`config.mk`:
```
export PLATFORM = sky130hd
export DESIGN_NAME = row_scan_controller
export DESIGN_NICKNAME = d
export VERILOG_FILES = /design/src/row_scan_pkg.sv /design/src/order_check.sv /design/src/row_scan_controller.sv
export SDC_FILE = /design/constraint.sdc
export NUM_CORES = 1
export LEC_CHECK = 0
export ABC_CLOCK_PERIOD_IN_PS = 10000
export BUFFER_PORTS_ARGS = -buffer_cell sky130_fd_sc_hd__buf_2
export CORE_AREA = 3 3 456 458
export CTS_CLUSTER_DIAMETER = 40
export DETAILED_ROUTE_END_ITERATION = 10
export DIE_AREA = 0 0 459 461
export PLACE_DENSITY = 0.3
export SYNTH_ARGS = -nofsm -noshare
export SYNTH_HDL_FRONTEND = slang
export SYNTH_SLANG_ARGS = --single-unit
```
`constraint.sdc`:
```
create_clock -name clk -period 10 [get_ports clk]
set_clock_uncertainty 0.05 [all_clocks]
set_input_delay 2 -clock clk [delete_from_list [all_inputs] [get_ports clk]]
set_output_delay 2 -clock clk [all_outputs]
set_load 0.02 [all_outputs]
```
`src/row_scan_pkg.sv`:
```
// Shared constants and carrier types for the row scan controller
package row_scan_pkg;
    localparam int ROW_LINES     = 8;
    localparam int COL_LINES     = 8;
    localparam int ROW_WIDTH     = 16;
    localparam int MATRIX_ROWS   = 64;
    localparam int HEALTH_WIDTH  = 8;
    localparam int MAINT_ROW     = 63;
    localparam int RETURN_CYCLES = 1;
    localparam logic [7:0] HEALTH_RESET    = 8'h00;
    localparam logic [15:0] PATTERN_RESET  = 16'h0000;

    typedef struct packed {
        logic [ROW_LINES-1:0] row_sel;
        logic [COL_LINES-1:0] col_sel;
    } order_t;

    typedef struct packed {
        logic        valid;
        logic [15:0] pattern;
        logic [7:0]  health;
    } scan_return_t;
endpackage : row_scan_pkg

```
`src/order_check.sv`:
```
// Order decode and the access, single-core and interrogate checks
module order_check (
    input  wire row_scan_pkg::order_t order,      // Merged order from both buses
    input  wire logic                 enable,     // Dedicated enable lead
    input  wire logic [63:0]          core_sw,    // Core switched feedback
    output logic [5:0]                row_index,  // Selected row
    output logic                      access_ok,  // Enable met an address pulse
    output logic                      single_ok,  // At most one core chosen
    output logic                      interr_ok   // A core switched
);
    logic [63:0] chosen;
    logic [3:0]  row_count;
    logic [3:0]  col_count;
    logic [2:0]  row_bin;
    logic [2:0]  col_bin;

    genvar g;
    generate
        for (g = 0; g < 64; g++) begin : g_core
            assign chosen[g] = order.row_sel[g/8] & order.col_sel[g%8];
        end
    endgenerate

    always_comb begin
        row_count = 4'h0;
        col_count = 4'h0;
        row_bin   = 3'h0;
        col_bin   = 3'h0;
        for (int i = 0; i < 8; i++) begin
            row_count = row_count + {3'h0, order.row_sel[i]};
            col_count = col_count + {3'h0, order.col_sel[i]};
            if (order.row_sel[i]) row_bin = 3'(i);
            if (order.col_sel[i]) col_bin = 3'(i);
        end
    end

    assign row_index = {row_bin, col_bin};
    assign access_ok = enable & ((|order.row_sel) | (|order.col_sel));
    assign single_ok = (row_count <= 4'h1) & (col_count <= 4'h1);
    assign interr_ok = |(chosen & core_sw);
endmodule : order_check

```
`src/row_scan_controller.sv`:
```
// Row scan controller: takes enabled orders and returns pattern plus health code
// Behaviour
// - Act only on orders with own enable
// - Two one-hot eight-line pulses pick core
// - Accept orders on either peripheral bus
// - 64 rows of 16, one row per order
// - One row reserved for self maintenance
// - Same 16-bit pattern on both returns
// - Saturated element gives no pulse bit
// - Check enable coincides with address pulse
// - Check at most one core selected
// - Check some core actually switched
// - Health code together with row pattern
// - Unique three-of-eight health code
// - Health code on separate eight lines
module row_scan_controller #(
    parameter logic [7:0] HEALTH_ID = 8'h07  // Arbitrary unit code, three bits set
) (
    input  wire logic                  clk,          // 25 MHz clock
    input  wire logic                  reset_n,      // Synchronous reset, active low
    input  wire row_scan_pkg::order_t  order_a,      // Peripheral bus A order
    input  wire row_scan_pkg::order_t  order_b,      // Peripheral bus B order
    input  wire logic                  enable,       // Dedicated enable pulse
    input  wire logic [1023:0]         sense_sat,    // Element saturated, per point
    input  wire logic [63:0]           core_sw,      // Core switched feedback
    output logic [15:0]                return_a,     // Return bus of controller A
    output logic [15:0]                return_b,     // Return bus of controller B
    output logic [7:0]                 health_code,  // Health code bus
    output logic                       return_valid, // Return buses hold a reply
    output logic [15:0]                maint_pattern // Reserved maintenance row
);
    // ------------------------------------------------------------
    // Local constants
    // ------------------------------------------------------------
    localparam int         ROW_BITS   = row_scan_pkg::ROW_WIDTH;
    localparam logic [5:0] MAINT_IDX  = 6'(row_scan_pkg::MAINT_ROW);
    // Reply stands this many cycles plus one; one with the default
    localparam logic [3:0] HOLD_LAST  = 4'(row_scan_pkg::RETURN_CYCLES - 1);
    // Failing unit drops its lowest code bit; the rest still names the unit
    localparam logic [7:0] HEALTH_BAD = HEALTH_ID & (HEALTH_ID - 8'h01);

    // Value the return lines fall back to between replies
    localparam row_scan_pkg::scan_return_t REPLY_IDLE = '{
        valid:   1'b0,
        pattern: row_scan_pkg::PATTERN_RESET,
        health:  row_scan_pkg::HEALTH_RESET
    };

    // ------------------------------------------------------------
    // State
    // ------------------------------------------------------------
    typedef enum logic [1:0] {
        IDLE  = 2'b01,
        REPLY = 2'b10
    } state_t;

    state_t                     state_reg;
    state_t                     state_next;
    logic [3:0]                 hold_reg;
    logic [3:0]                 hold_next;
    row_scan_pkg::scan_return_t reply_a_reg;
    row_scan_pkg::scan_return_t reply_a_next;
    logic [15:0]                pattern_b_reg;
    logic [15:0]                pattern_b_next;
    logic [15:0]                maint_reg;
    logic [15:0]                maint_next;

    // ------------------------------------------------------------
    // Decode
    // ------------------------------------------------------------
    row_scan_pkg::order_t       order;
    row_scan_pkg::scan_return_t reply_fresh;
    logic [5:0]                 row_index;
    logic                       access_ok;
    logic                       single_ok;
    logic                       interr_ok;
    logic [2:0]                 check_bits;
    logic                       all_ok;
    logic                       in_idle;
    logic                       in_reply;
    logic                       take;
    logic                       leaving;
    logic                       maint_hit;
    logic [15:0]                row_pattern;
    logic [15:0]                row_pattern_b;
    logic [15:0]                maint_row;
    logic [7:0]                 health_val;

    // Buses are idle-low, so OR merges whichever one carries the order
    assign order = order_a | order_b;

    order_check u_check (
        .order     (order),
        .enable    (enable),
        .core_sw   (core_sw),
        .row_index (row_index),
        .access_ok (access_ok),
        .single_ok (single_ok),
        .interr_ok (interr_ok)
    );

    // ------------------------------------------------------------
    // Checks
    // ------------------------------------------------------------
    // All three must pass in the take cycle for a full code
    assign check_bits = {access_ok, single_ok, interr_ok};
    assign all_ok     = &check_bits;

    // ------------------------------------------------------------
    // Control
    // ------------------------------------------------------------
    assign in_idle   = (state_reg == IDLE);
    assign in_reply  = (state_reg == REPLY);
    // Without enable no order is ever taken, the unit stays silent
    assign take      = enable & in_idle;
    // Enable seen during the reply is dropped; the processor must resend
    assign leaving   = in_reply & (hold_reg == HOLD_LAST);
    assign maint_hit = take & (row_index == MAINT_IDX);

    always_comb begin
        case (state_reg)
            IDLE:    state_next = take ? REPLY : IDLE;
            REPLY:   state_next = leaving ? IDLE : REPLY;
            default: state_next = IDLE;
        endcase
    end

    assign hold_next = (in_reply & ~leaving) ? hold_reg + 4'h1 : 4'h0;

    // ------------------------------------------------------------
    // Row readout
    // ------------------------------------------------------------
    genvar b;
    generate
        for (b = 0; b < 16; b++) begin : g_bit
            // Pulse only when element not saturated
            assign row_pattern[b]   = ~sense_sat[row_index*ROW_BITS + b];
            assign row_pattern_b[b] = ~sense_sat[row_index*ROW_BITS + b];
            assign maint_row[b]     = ~sense_sat[row_scan_pkg::MAINT_ROW*ROW_BITS + b];
        end
    endgenerate

    // A multi-core select reads an ambiguous row; only health flags it
    assign health_val = all_ok ? HEALTH_ID : HEALTH_BAD;

    // ------------------------------------------------------------
    // Next reply
    // ------------------------------------------------------------
    always_comb begin
        reply_fresh         = REPLY_IDLE;
        reply_fresh.valid   = 1'b1;
        reply_fresh.pattern = row_pattern;
        reply_fresh.health  = health_val;
    end

    assign reply_a_next = take    ? reply_fresh :
                          leaving ? REPLY_IDLE  :
                                    reply_a_reg;

    // Second controller keeps its own copy so the processor can match them
    assign pattern_b_next = take    ? row_pattern_b :
                            leaving ? row_scan_pkg::PATTERN_RESET :
                                      pattern_b_reg;

    assign maint_next = maint_hit ? maint_row : maint_reg;

    // ------------------------------------------------------------
    // Registers
    // ------------------------------------------------------------
    // Synchronous reset: every output is zero from the first edge with reset_n low
    always_ff @(posedge clk) begin
        if (!reset_n) begin
            state_reg <= IDLE;
        end else begin
            state_reg <= state_next;
        end
    end

    always_ff @(posedge clk) begin
        if (!reset_n) begin
            hold_reg <= 4'h0;
        end else begin
            hold_reg <= hold_next;
        end
    end

    always_ff @(posedge clk) begin
        if (!reset_n) begin
            reply_a_reg <= REPLY_IDLE;
        end else begin
            reply_a_reg <= reply_a_next;
        end
    end

    always_ff @(posedge clk) begin
        if (!reset_n) begin
            pattern_b_reg <= row_scan_pkg::PATTERN_RESET;
        end else begin
            pattern_b_reg <= pattern_b_next;
        end
    end

    always_ff @(posedge clk) begin
        if (!reset_n) begin
            maint_reg <= row_scan_pkg::PATTERN_RESET;
        end else begin
            maint_reg <= maint_next;
        end
    end

    // ------------------------------------------------------------
    // Outputs
    // ------------------------------------------------------------
    assign return_a      = reply_a_reg.pattern;
    assign return_b      = pattern_b_reg;
    assign health_code   = reply_a_reg.health;
    assign return_valid  = reply_a_reg.valid;
    assign maint_pattern = maint_reg;
endmodule : row_scan_controller

```
-- Yosys cells after proc, flatten, opt, wreduce, memory -nomap -nowiden
Cells that the tools add are included.
- add/sub/neg operators: 30
- multipliers: 0
- div/mod/pow operators: 0
- magnitude comparators: 18
- equal/unequal tests: 3
- shift-type cells: 0
- mux-type cells: 54
- bitwise gates (word level): 106
- reduce and logical (&&, ||, !) cells: 7
- operators by type and width (operator ; count):
    $lt 11x11->1 const B ; 15
    $bmux 1 s10 ; 15
    $add 10x4->11 const B ; 8
    $and 1x1->1 ; 70
    $and 64x64->64 ; 1
    $reduce_or 64->1 ; 1
    $mux 25 ; 2
    $add 4x1->4 ; 12
    $add 10x3->11 const B ; 4
    $not 1->1 ; 33
    $mux 16 ; 2
    $mux 3 ; 8
    $add 10x2->11 const B ; 2
    $mux 1 ; 19
    $or 16x16->16 ; 1
    $reduce_or 8->1 ; 2
    $mux 2 ; 6
    $add 10x1->11 const B ; 1
    $lt 10x11->1 const B ; 1
    $le 4x1->1 const B ; 2
    $bmux 1 s6 ; 1
    $eq 6x6->1 const B ; 1
    $add 1x1->2 ; 2
    $add 4x1->4 const B ; 1
    other kinds (8) ; 8
- register bits: 63
- bits in latches: 0
- bits in writable memories: 0
- memory bits (read-only): 0
- bits of input ports: 1123
- output and inout bits: 57
- memories: 0

-- Depth between registers and ports, before layout
Gate-level depths: netlist of run 1.
- depth after elaboration: 13
- depth in mapped cells: 18
- depth with buffers taken out: 17

-- Hierarchy
A second synthesis of run 1 with hierarchy kept.
- cell total of the unflattened synthesis: 922
- area total of the unflattened synthesis: 10956.8 µm²
- modules (own cells, without submodules) (module ; instances ; cells each ; area an instance (µm²) ; seq. area each (µm²)):
    row_scan_controller ; 1 ; 809 ; 10039.6 ; 800.8
    order_check ; 1 ; 113 ; 917.1 ; 0.0

-- Least setup slack after synthesis of run 1
No wires, ideal clock.
- path kind: in2reg
- start point: input order_b[0] (netlist name)
- end point: register reply_a_reg, in the netlist health_code[0]
- library setup time: 65 ps
- arrival: 5576 ps
- data required time: 9885 ps
- slack: 4309 ps
- stages: 17
- cells stage by stage: or2_2 > clkbuf_1 > ha_1 > inv_1 > fa_1 > fa_1 > inv_1 > fa_1 > inv_1 > fa_1 > a2111oi_0 > a21oi_1 > a21oi_1 > o31ai_1 > a2111oi_0 > a31oi_1 > nor2_1
- longest elaborated chain between the ends: 13
- elaborated cells between the ends (all ways): 26
- ends and longest elaborated chain (what ; line ; source):
    start: declaration ; row_scan_controller.sv:22 ; input wire row_scan_pkg::order_t order_b,
    $or 16x16->16 * ; row_scan_controller.sv:90 ; assign order = order_a | order_b;
    $add 1x1->2 ; order_check.sv:31 ; col_count = col_count + {3'h0, order.col_sel[i]};
    $add 4x1->4 (6 in a row) ; order_check.sv:31 ;
    $le 4x1->1 ; order_check.sv:39 ; assign single_ok = (row_count <= 4'h1) & (col_count <= 4'h1);
    $and 1x1->1 ; order_check.sv:39 ;
    $reduce_and 3->1 * ; row_scan_controller.sv:107 ; assign all_ok = &check_bits;
    $mux 1 * ; row_scan_controller.sv:144 ; assign health_val = all_ok ? HEALTH_ID : HEALTH_BAD;
    $mux 25 * ; row_scan_controller.sv:156 ; assign reply_a_next = take ? reply_fresh :
    end signal: assignment ; row_scan_controller.sv:191 ; reply_a_reg <= reply_a_next;
    end: declaration ; row_scan_controller.sv:61 ; row_scan_pkg::scan_return_t reply_a_reg;
Every way passes the cells marked *; elsewhere a longest branch is shown, timed or not.
A chain may end at the register's enable or synchronous reset.

-- Worst setup path in the final report of run 1
- start point: input order_b[5] (netlist name)
- end point: register reply_a_reg, in the netlist return_a[3]
- longest elaborated chain between the ends: 9
- ends and longest elaborated chain (what ; line ; source):
    $or 16x16->16 ; row_scan_controller.sv:90 ;
    $mux 3 (3 in a row) ; order_check.sv:33 ; if (order.col_sel[i]) col_bin = 3'(i);
    $add 10x2->11 ; row_scan_controller.sv:137 ; assign row_pattern[b] = ~sense_sat[row_index*ROW_BITS + b];
    $bmux 1 s10 ; row_scan_controller.sv:137 ;
    $mux 1 (not written as such) ; row_scan_controller.sv:137 ;
    $not 1->1 ; row_scan_controller.sv:137 ;
    $mux 25 ; row_scan_controller.sv:156 ;
Every way passes these cells. The select of a mux whose other input is x is not followed.

==> results.md, run 1 <==
- Sink Count: 40
- Quantity of I/O buffers inserted on ports: 1174
- Cell Pwr Density: 62.1 nW/um^2
- Hold buffer count at CTS: 0
- Setup tns final: 0 ns
- Arrival time at the worst endpoint: 7.54 ns
- Detailed-route wire length: 182 mm
- Maximum number of pins on one net before global-route repair: 90
- Clk buf depth: 2
- Rel. slew slack: -0.434%
- Mean post-synth cell area: 5.92 sq um
- Final Hold Vio Count: 0
- Dominant register cell in the synthesized netlist: sky130_fd_sc_hd__dfxtp_1
- WS Path Type: in -> reg
- Congestion Overflow GR: 0
- Fraction of the core area covered by cells at the end of the flow: 10.5%
- Final setup violation count: 0
- Number of vias per cell: 3.76
- Sequential share of the synthesized area: 6.75%
- Number of instances in the synthesized netlist: 2004
- Clock latency at the later pin of the worst-skew pair: 0.32 ns
- Yosys top cell area share: 17.6%
- Pre-Repair DR Iteration Count: 5
- GR Layer Usage met2: 27.6%
- Least-Margin Pin Slew: 1.50 ns
- Post-route minimum period: 7.42 ns
- Max VDD drop: 0.0000574 V
- Most heavily used metal layer in global routing: met2
- Setup Slack @ Placement: 1.83 ns
- Area growth from synthesis to layout: 80.3%
- Horizontal extent of the die: 459 um
- Commonest non-fill, non-tap cells in the layout: 1174 x sky130_fd_sc_hd__buf_2, 553 x sky130_fd_sc_hd__nand2_1, 245 x sky130_fd_sc_hd__a211oi_1
- Run status: complete, but fails checks
- Area used by sequential logic in the layout: 801 sq um
- Clock tree from TritonCTS: done
- Detailed-placement wirelength estimate: 157 mm
- Violated checks: capacitance limit, slew limit
- Global-route wire length before repair: 226 mm
- Post-route clock period utilization: 74.2%
- Top post-synthesis cells by area: sky130_fd_sc_hd__nand2_1 18%, sky130_fd_sc_hd__a211oi_1 16%, sky130_fd_sc_hd__a21oi_1 10%
- Dominant cell type by area after synthesis: sky130_fd_sc_hd__nand2_1
- ANT nets after route: 0
- H-tree depth: 2
- Max Slew Vio Count: 1
- Number of warnings printed during yosys synthesis: 0
- Post-CTS setup-driven buffer insertion count: 0
- Met1 Usage GRT: 21.1%
- Most frequent standard cell in the layout excluding fill and tap cells: sky130_fd_sc_hd__buf_2
- Number of nets at the end of the flow: 4177
- Number of cells upsized or downsized after cts: 0
- Detailed-route wire length per cell: 31.6 um
- Critical path required time: 10.11 ns
- Overall power of the completed layout: 1330 uW
- # rows: 166
- Detailed router's first-iteration violation count: 1523
- Met3 demand-to-capacity share in global routing: 3.77%
- Initial antenna violation count: 156
- Die area: 212000 sq um
- Clock edge transition at the registers on the reported setup and hold paths: 0.07 ns
- Via total after detailed routing: 21600
- Number of filler cells placed in the layout: 24400
- Kind of launch point of the worst setup path: input pin
- Setup repair after global routing missed its margin: false
- Sort of element at the end of the critical path: register
- Proportion of layout cells with a drive suffix above 1: 44.3%
- Vias in the first global route: 21900
- Worst hold slack across all endpoints: 0.422 ns
- Core footprint: 204000 sq um
- CP max FO: 65
- Starting utilization of the core area: 5.80%
- I/O pin cnt: 1180
- Die Y-Extent: 461 um
- Netlist area before placement: 11900 sq um
- EDFF count, synth: 0
- Achievable frequency: 0.135 GHz
- Worst hold path class: reg -> reg
- Footprint of the multi-input gates: 10100 sq um
- Cts bufs inserted: 5
- Total global routing track utilization: 16.2%
- Distinct cell type count of the synthesized netlist: 55
- Total DRC errors in the routed layout: 0
- Clock root buffer: sky130_fd_sc_hd__clkbuf_16
- Share of flip-flops with an asynchronous set or reset: 0%
- Max Cap Viol: 1
- Number of synthesized register bits: 40
- Leak pwr: 0.00966 uW
- Routability Congestion: 0.915
- Final setup margin: 2.58 ns
==> cells by family (layout without fill, tap and decap cells) <==
kind of cell / after synthesis / in the layout / share of synthesized area (%)
mux: 32 / 32 / 2.70
compound gates: 780 / 780 / 46.3
fa+ha+maj: 20 / 20 / 2.62
buf+inv: 283 / 1310 / 10.8
flops: 40 / 40 / 6.75
simple gates: 846 / 846 / 30.7
xor+xnor: 2 / 2 / 0.148
other cells: 1 / 35 / 0.0316
==> final timing paths <==
path	startpoint	end	slack [ns]	depth (start not counted)
hold reg to reg	hold_reg[0]$_SDFF_PN0_	hold_reg[0]$_SDFF_PN0_	0.42	1
setup / recovery	order_b[5]	return_a[3]$_SDFFE_PN0P_	2.58	12
hold / removal	hold_reg[0]$_SDFF_PN0_	hold_reg[0]$_SDFF_PN0_	0.42	1
setup reg to reg	state_reg[1]$_SDFF_PN0_	return_a[1]$_SDFFE_PN0P_	7.70	8
==> where the power goes <==
group | internal [uW] | leakage, uW | total (uW) | switching [uW]
Clock | 126 | 0.0000873 | 226 | 99.5
Sequential | 177 | 0.000328 | 202 | 25.6
Combinational | 337 | 0.00924 | 899 | 563
==> cell type report <==
cell class	count	share of cell area, %
Clock buffer	6	0.650
Antenna cell	30	0.351
Inverter	32	0.562
Sequential cell	40	3.75
Tap cell	2688	15.7
Multi-Input combinational cell	1685	47.3
Timing Repair Buffer	1270	31.5
Clock inverter	2	0.181
==> critical path, stage by stage <==
cell and delay, ns:
sky130_fd_sc_hd__buf_2 0.10, sky130_fd_sc_hd__nor2_1 0.51, sky130_fd_sc_hd__inv_1 0.46, sky130_fd_sc_hd__a211o_4 0.67, sky130_fd_sc_hd__nand2_8 0.42, sky130_fd_sc_hd__buf_12 0.38, sky130_fd_sc_hd__buf_4 0.44, sky130_fd_sc_hd__a211oi_1 0.27
sky130_fd_sc_hd__a211oi_1 0.52, sky130_fd_sc_hd__a311oi_1 0.24, sky130_fd_sc_hd__o41ai_2 1.04, sky130_fd_sc_hd__o211ai_1 0.18
==> through the flow <==
step / area (sq um) / cells
floorplan: 11900 / 2008
global placement: 21000 / 5709
detailed placement: 21100 / 5715
CTS: 21300 / 5723
global route: 21300 / 5733
finish: 21400 / 5753
==> routing by layer <==
metal / up-vias / share of wire [%]
li1: 9586 / -
met1: 10400 / 44
met2: 1305 / 47
met3: 233 / 7.4
met4: 68 / 2.0
met5: - / 0.25
==> synthesized netlist by cell type (8+ instances only) <==
| master | instances |
|---|---|
| sky130_fd_sc_hd__dfxtp_1 | 40 |
| sky130_fd_sc_hd__a22oi_1 | 78 |
| sky130_fd_sc_hd__buf_2 | 72 |
| sky130_fd_sc_hd__inv_1 | 30 |
| sky130_fd_sc_hd__buf_4 | 27 |
| sky130_fd_sc_hd__o41ai_1 | 9 |
| sky130_fd_sc_hd__o211ai_1 | 47 |
| sky130_fd_sc_hd__fa_1 | 8 |
| sky130_fd_sc_hd__nand3_1 | 135 |
| sky130_fd_sc_hd__a221oi_2 | 8 |
| sky130_fd_sc_hd__a221oi_1 | 25 |
| sky130_fd_sc_hd__a21oi_1 | 244 |
| sky130_fd_sc_hd__buf_1 | 23 |
| sky130_fd_sc_hd__a32oi_1 | 32 |
| sky130_fd_sc_hd__clkbuf_1 | 126 |
| sky130_fd_sc_hd__a211oi_1 | 258 |
| sky130_fd_sc_hd__nor4_1 | 18 |
| sky130_fd_sc_hd__ha_1 | 12 |
| sky130_fd_sc_hd__a311oi_1 | 32 |
| sky130_fd_sc_hd__nand2_1 | 555 |
| sky130_fd_sc_hd__mux2i_1 | 32 |
| sky130_fd_sc_hd__o22ai_1 | 16 |
| sky130_fd_sc_hd__and3_1 | 81 |
| sky130_fd_sc_hd__nor2_1 | 36 |
No activity file was read; power rests on OpenSTA's default activity.
==> inputs of run 2 (changes only) <==
--- a/config.mk
+++ b/config.mk
@@ -5,12 +5,12 @@
 export SDC_FILE = /design/constraint.sdc
 export NUM_CORES = 1
 export LEC_CHECK = 0
-export ABC_CLOCK_PERIOD_IN_PS = 10000
+export ABC_CLOCK_PERIOD_IN_PS = 6300
 export BUFFER_PORTS_ARGS = -buffer_cell sky130_fd_sc_hd__buf_2
-export CORE_AREA = 3 3 456 458
+export CORE_AREA = 3 3 458 460
 export CTS_CLUSTER_DIAMETER = 40
 export DETAILED_ROUTE_END_ITERATION = 10
-export DIE_AREA = 0 0 459 461
+export DIE_AREA = 0 0 461 463
 export PLACE_DENSITY = 0.3
 export SYNTH_ARGS = -nofsm -noshare
 export SYNTH_HDL_FRONTEND = slang
==> constraint.sdc (replaced) <==
create_clock -name clk -period 6.3 [get_ports clk]
set_clock_uncertainty 0.05 [all_clocks]
set_input_delay 1.26 -clock clk [delete_from_list [all_inputs] [get_ports clk]]
set_output_delay 1.26 -clock clk [all_outputs]
set_load 0.02 [all_outputs]
==> results.md, run 2 (synthesis gave the netlist of run 1 again) <==
- Total placed instance area: 21800 sq um
- H-tree depth: 2
- Rel. slew slack: 24.1%
- Non-filler cells, final: 5890
- Post-CTS setup-driven buffer insertion count: 0
- Worst hold path class: reg -> reg
- Worst path slowest cell: sky130_fd_sc_hd__nor4_1
- Sink Count: 40
- Detailed router's first-iteration violation count: 1422
- Clk buf depth: 2
- Commonest non-fill, non-tap cells in the layout: 1174 x sky130_fd_sc_hd__buf_2, 553 x sky130_fd_sc_hd__nand2_1, 249 x sky130_fd_sc_hd__a211oi_1
- Number of cells upsized or downsized after cts: 0
- Area growth from synthesis to layout: 86.8%
- Layout Cell Area excl Fill: 22200 sq um
- Number of nets at the end of the flow: 4257
- Flop2flop setup slack: 4.01 ns
- Post-route minimum period: 5.51 ns
- Violated checks: antenna rules
- Starting utilization of the core area: 5.74%
- Congestion Overflow GR: 0
- Worst R2R Path Depth: 8
- Horizontal extent of the die: 461 um
- Initial antenna violation count: 160
- Pre-Repair DR Iteration Count: 5
- Detailed-route wire length: 184 mm
- Proportion of layout cells with a drive suffix above 1: 45.3%
- Final Hold Vio Count: 0
- Run status: complete, but fails checks
- Clock tree from TritonCTS: done
- Routability Congestion: 0.888
- WS Path Type: in -> reg
- Hold buffer count at CTS: 0
- Placed cell count: 5811
- Post-route clock period utilization: 87.4%
- Detailed-placement wirelength estimate: 161 mm
- Number of vias per cell: 3.69
- Global-route wire length before repair: 229 mm
- HP Start: hold_reg[0]$_SDFF_PN0_
- Least-Margin Pin Slew: 1.13 ns
- Final setup violation count: 0
- Maximum cell stage delay along the critical path: 0.87 ns
- Cts bufs inserted: 5
- Most frequent standard cell in the layout excluding fill and tap cells: sky130_fd_sc_hd__buf_2
- Critical path required time: 6.45 ns
- Achievable frequency: 0.182 GHz
- Core footprint: 206000 sq um
- Maximum number of pins on one net before global-route repair: 81
- Worst setup path endpoint: return_a[6]$_SDFFE_PN0P_
- CP max FO: 22
- Max Cap Viol: 0
- Sort of element at the end of the critical path: register
- I/O pin cnt: 1180
- Setup tns final: 0 ns
- Max VDD drop: 0.0000924 V
- Total DRC errors in the routed layout: 0
- Total global routing track utilization: 16.3%
- Vias in the first global route: 22100
- Quantity of I/O buffers inserted on ports: 1174
- Detailed-route wire length per cell: 31.3 um
- Top cell by count, worst path: sky130_fd_sc_hd__buf_4
- Leak pwr: 0.0101 uW
- Clock latency at the later pin of the worst-skew pair: 0.33 ns
- Kind of launch point of the worst setup path: input pin
- Cell Pwr Density: 97.2 nW/um^2
- Clock root buffer: sky130_fd_sc_hd__clkbuf_16
- Via total after detailed routing: 21700
- Die area: 213000 sq um
- Setup repair after global routing missed its margin: false
- Max Slew Vio Count: 0
- ANT nets after route: 2
- CP cell instances: buf_2 > nor2_1 > buf_4 > inv_1 > o21ai_1 > o21ai_4 > buf_4 > buf_4 > nand2_1 > a22oi_1 > a211oi_1 > buf_4 > nor4_1 > o211ai_1
- Arrival time at the worst endpoint: 5.66 ns
- Clock edge transition at the registers on the reported setup and hold paths: 0.09 ns
- Die Y-Extent: 463 um
- Critical R2R Capture: return_a[4]$_SDFFE_PN0P_
- # rows: 167
- Worst Setup SP: order_a[5]
- Launching point of the worst reg2reg path: state_reg[1]$_SDFF_PN0_
- Number of filler cells placed in the layout: 24600
run 2: cell count changes in the layout (fill, tap and decap cells not counted), sizes merged:
cell	previous run	this run
buf	1270	1350
clkbuf	6	5
clkinv	2	1
clkinvlp	0	1
diode	30	71
inv	31	32
run 2: layout make-up:
cell class / instances / area [sq um] / area share (%)
Tap cell: 2704 / 3380 / 15.3
Clock inverter: 3 / 42.5 / 0.192
Multi-Input combinational cell: 1685 / 10000 / 45.2
Timing Repair Buffer: 1350 / 7480 / 33.8
Inverter: 32 / 120 / 0.542
Clock buffer: 5 / 125 / 0.565
Sequential cell: 40 / 801 / 3.61
Antenna cell: 71 / 178 / 0.802
run 2: per-stage QoR:
step	worst slack (ns)	util [%]	total power, uW	hold slack [ns]
after floorplan	1.35	-	881	0.380
after global placement	-0.487	10.5	1840	0.403
after detailed placement	0.0828	10.6	1830	0.403
after CTS	0.496	10.6	2250	0.420
after global routing	0.414	10.7	2320	0.455
final	0.793	10.7	2150	0.416
run 2: how the worst min path moves through the flow:
stage          slack, ns                endpoint  depth (start not counted)
2_1_floorplan       0.38  hold_reg[0]$_SDFF_PN0_                          1
3_3_place_gp        0.40  hold_reg[0]$_SDFF_PN0_                          1
3_5_place_dp        0.40  hold_reg[0]$_SDFF_PN0_                          1
4_1_cts             0.42  hold_reg[0]$_SDFF_PN0_                          1
5_1_grt             0.45  hold_reg[0]$_SDFF_PN0_                          1
6_report            0.42  hold_reg[0]$_SDFF_PN0_                          1
run 2: where the power goes:
part / switching [uW] / total (uW) / internal, uW
clock network: 178 / 367 / 188
logic: 905 / 1470 / 560
registers: 40.1 / 321 / 281
run 2: routing by layer:
layer / vias up / share of wire (%) / GRT usage [%]
met5: - / 0.24 / 0
met4: 66 / 2.7 / 3.62
met3: 253 / 7.6 / 4.58
met2: 1206 / 47 / 27.8
met1: 10400 / 42 / 20.3
li1: 9805 / - / -
run 2: worst max-delay path: cells and delay by family:
kind | cells | cell delay, ns
AOI/OAI and AO/OA | 5 | 1.68
buffers and inverters | 6 | 1.65
and+or+nand+nor | 3 | 1.02
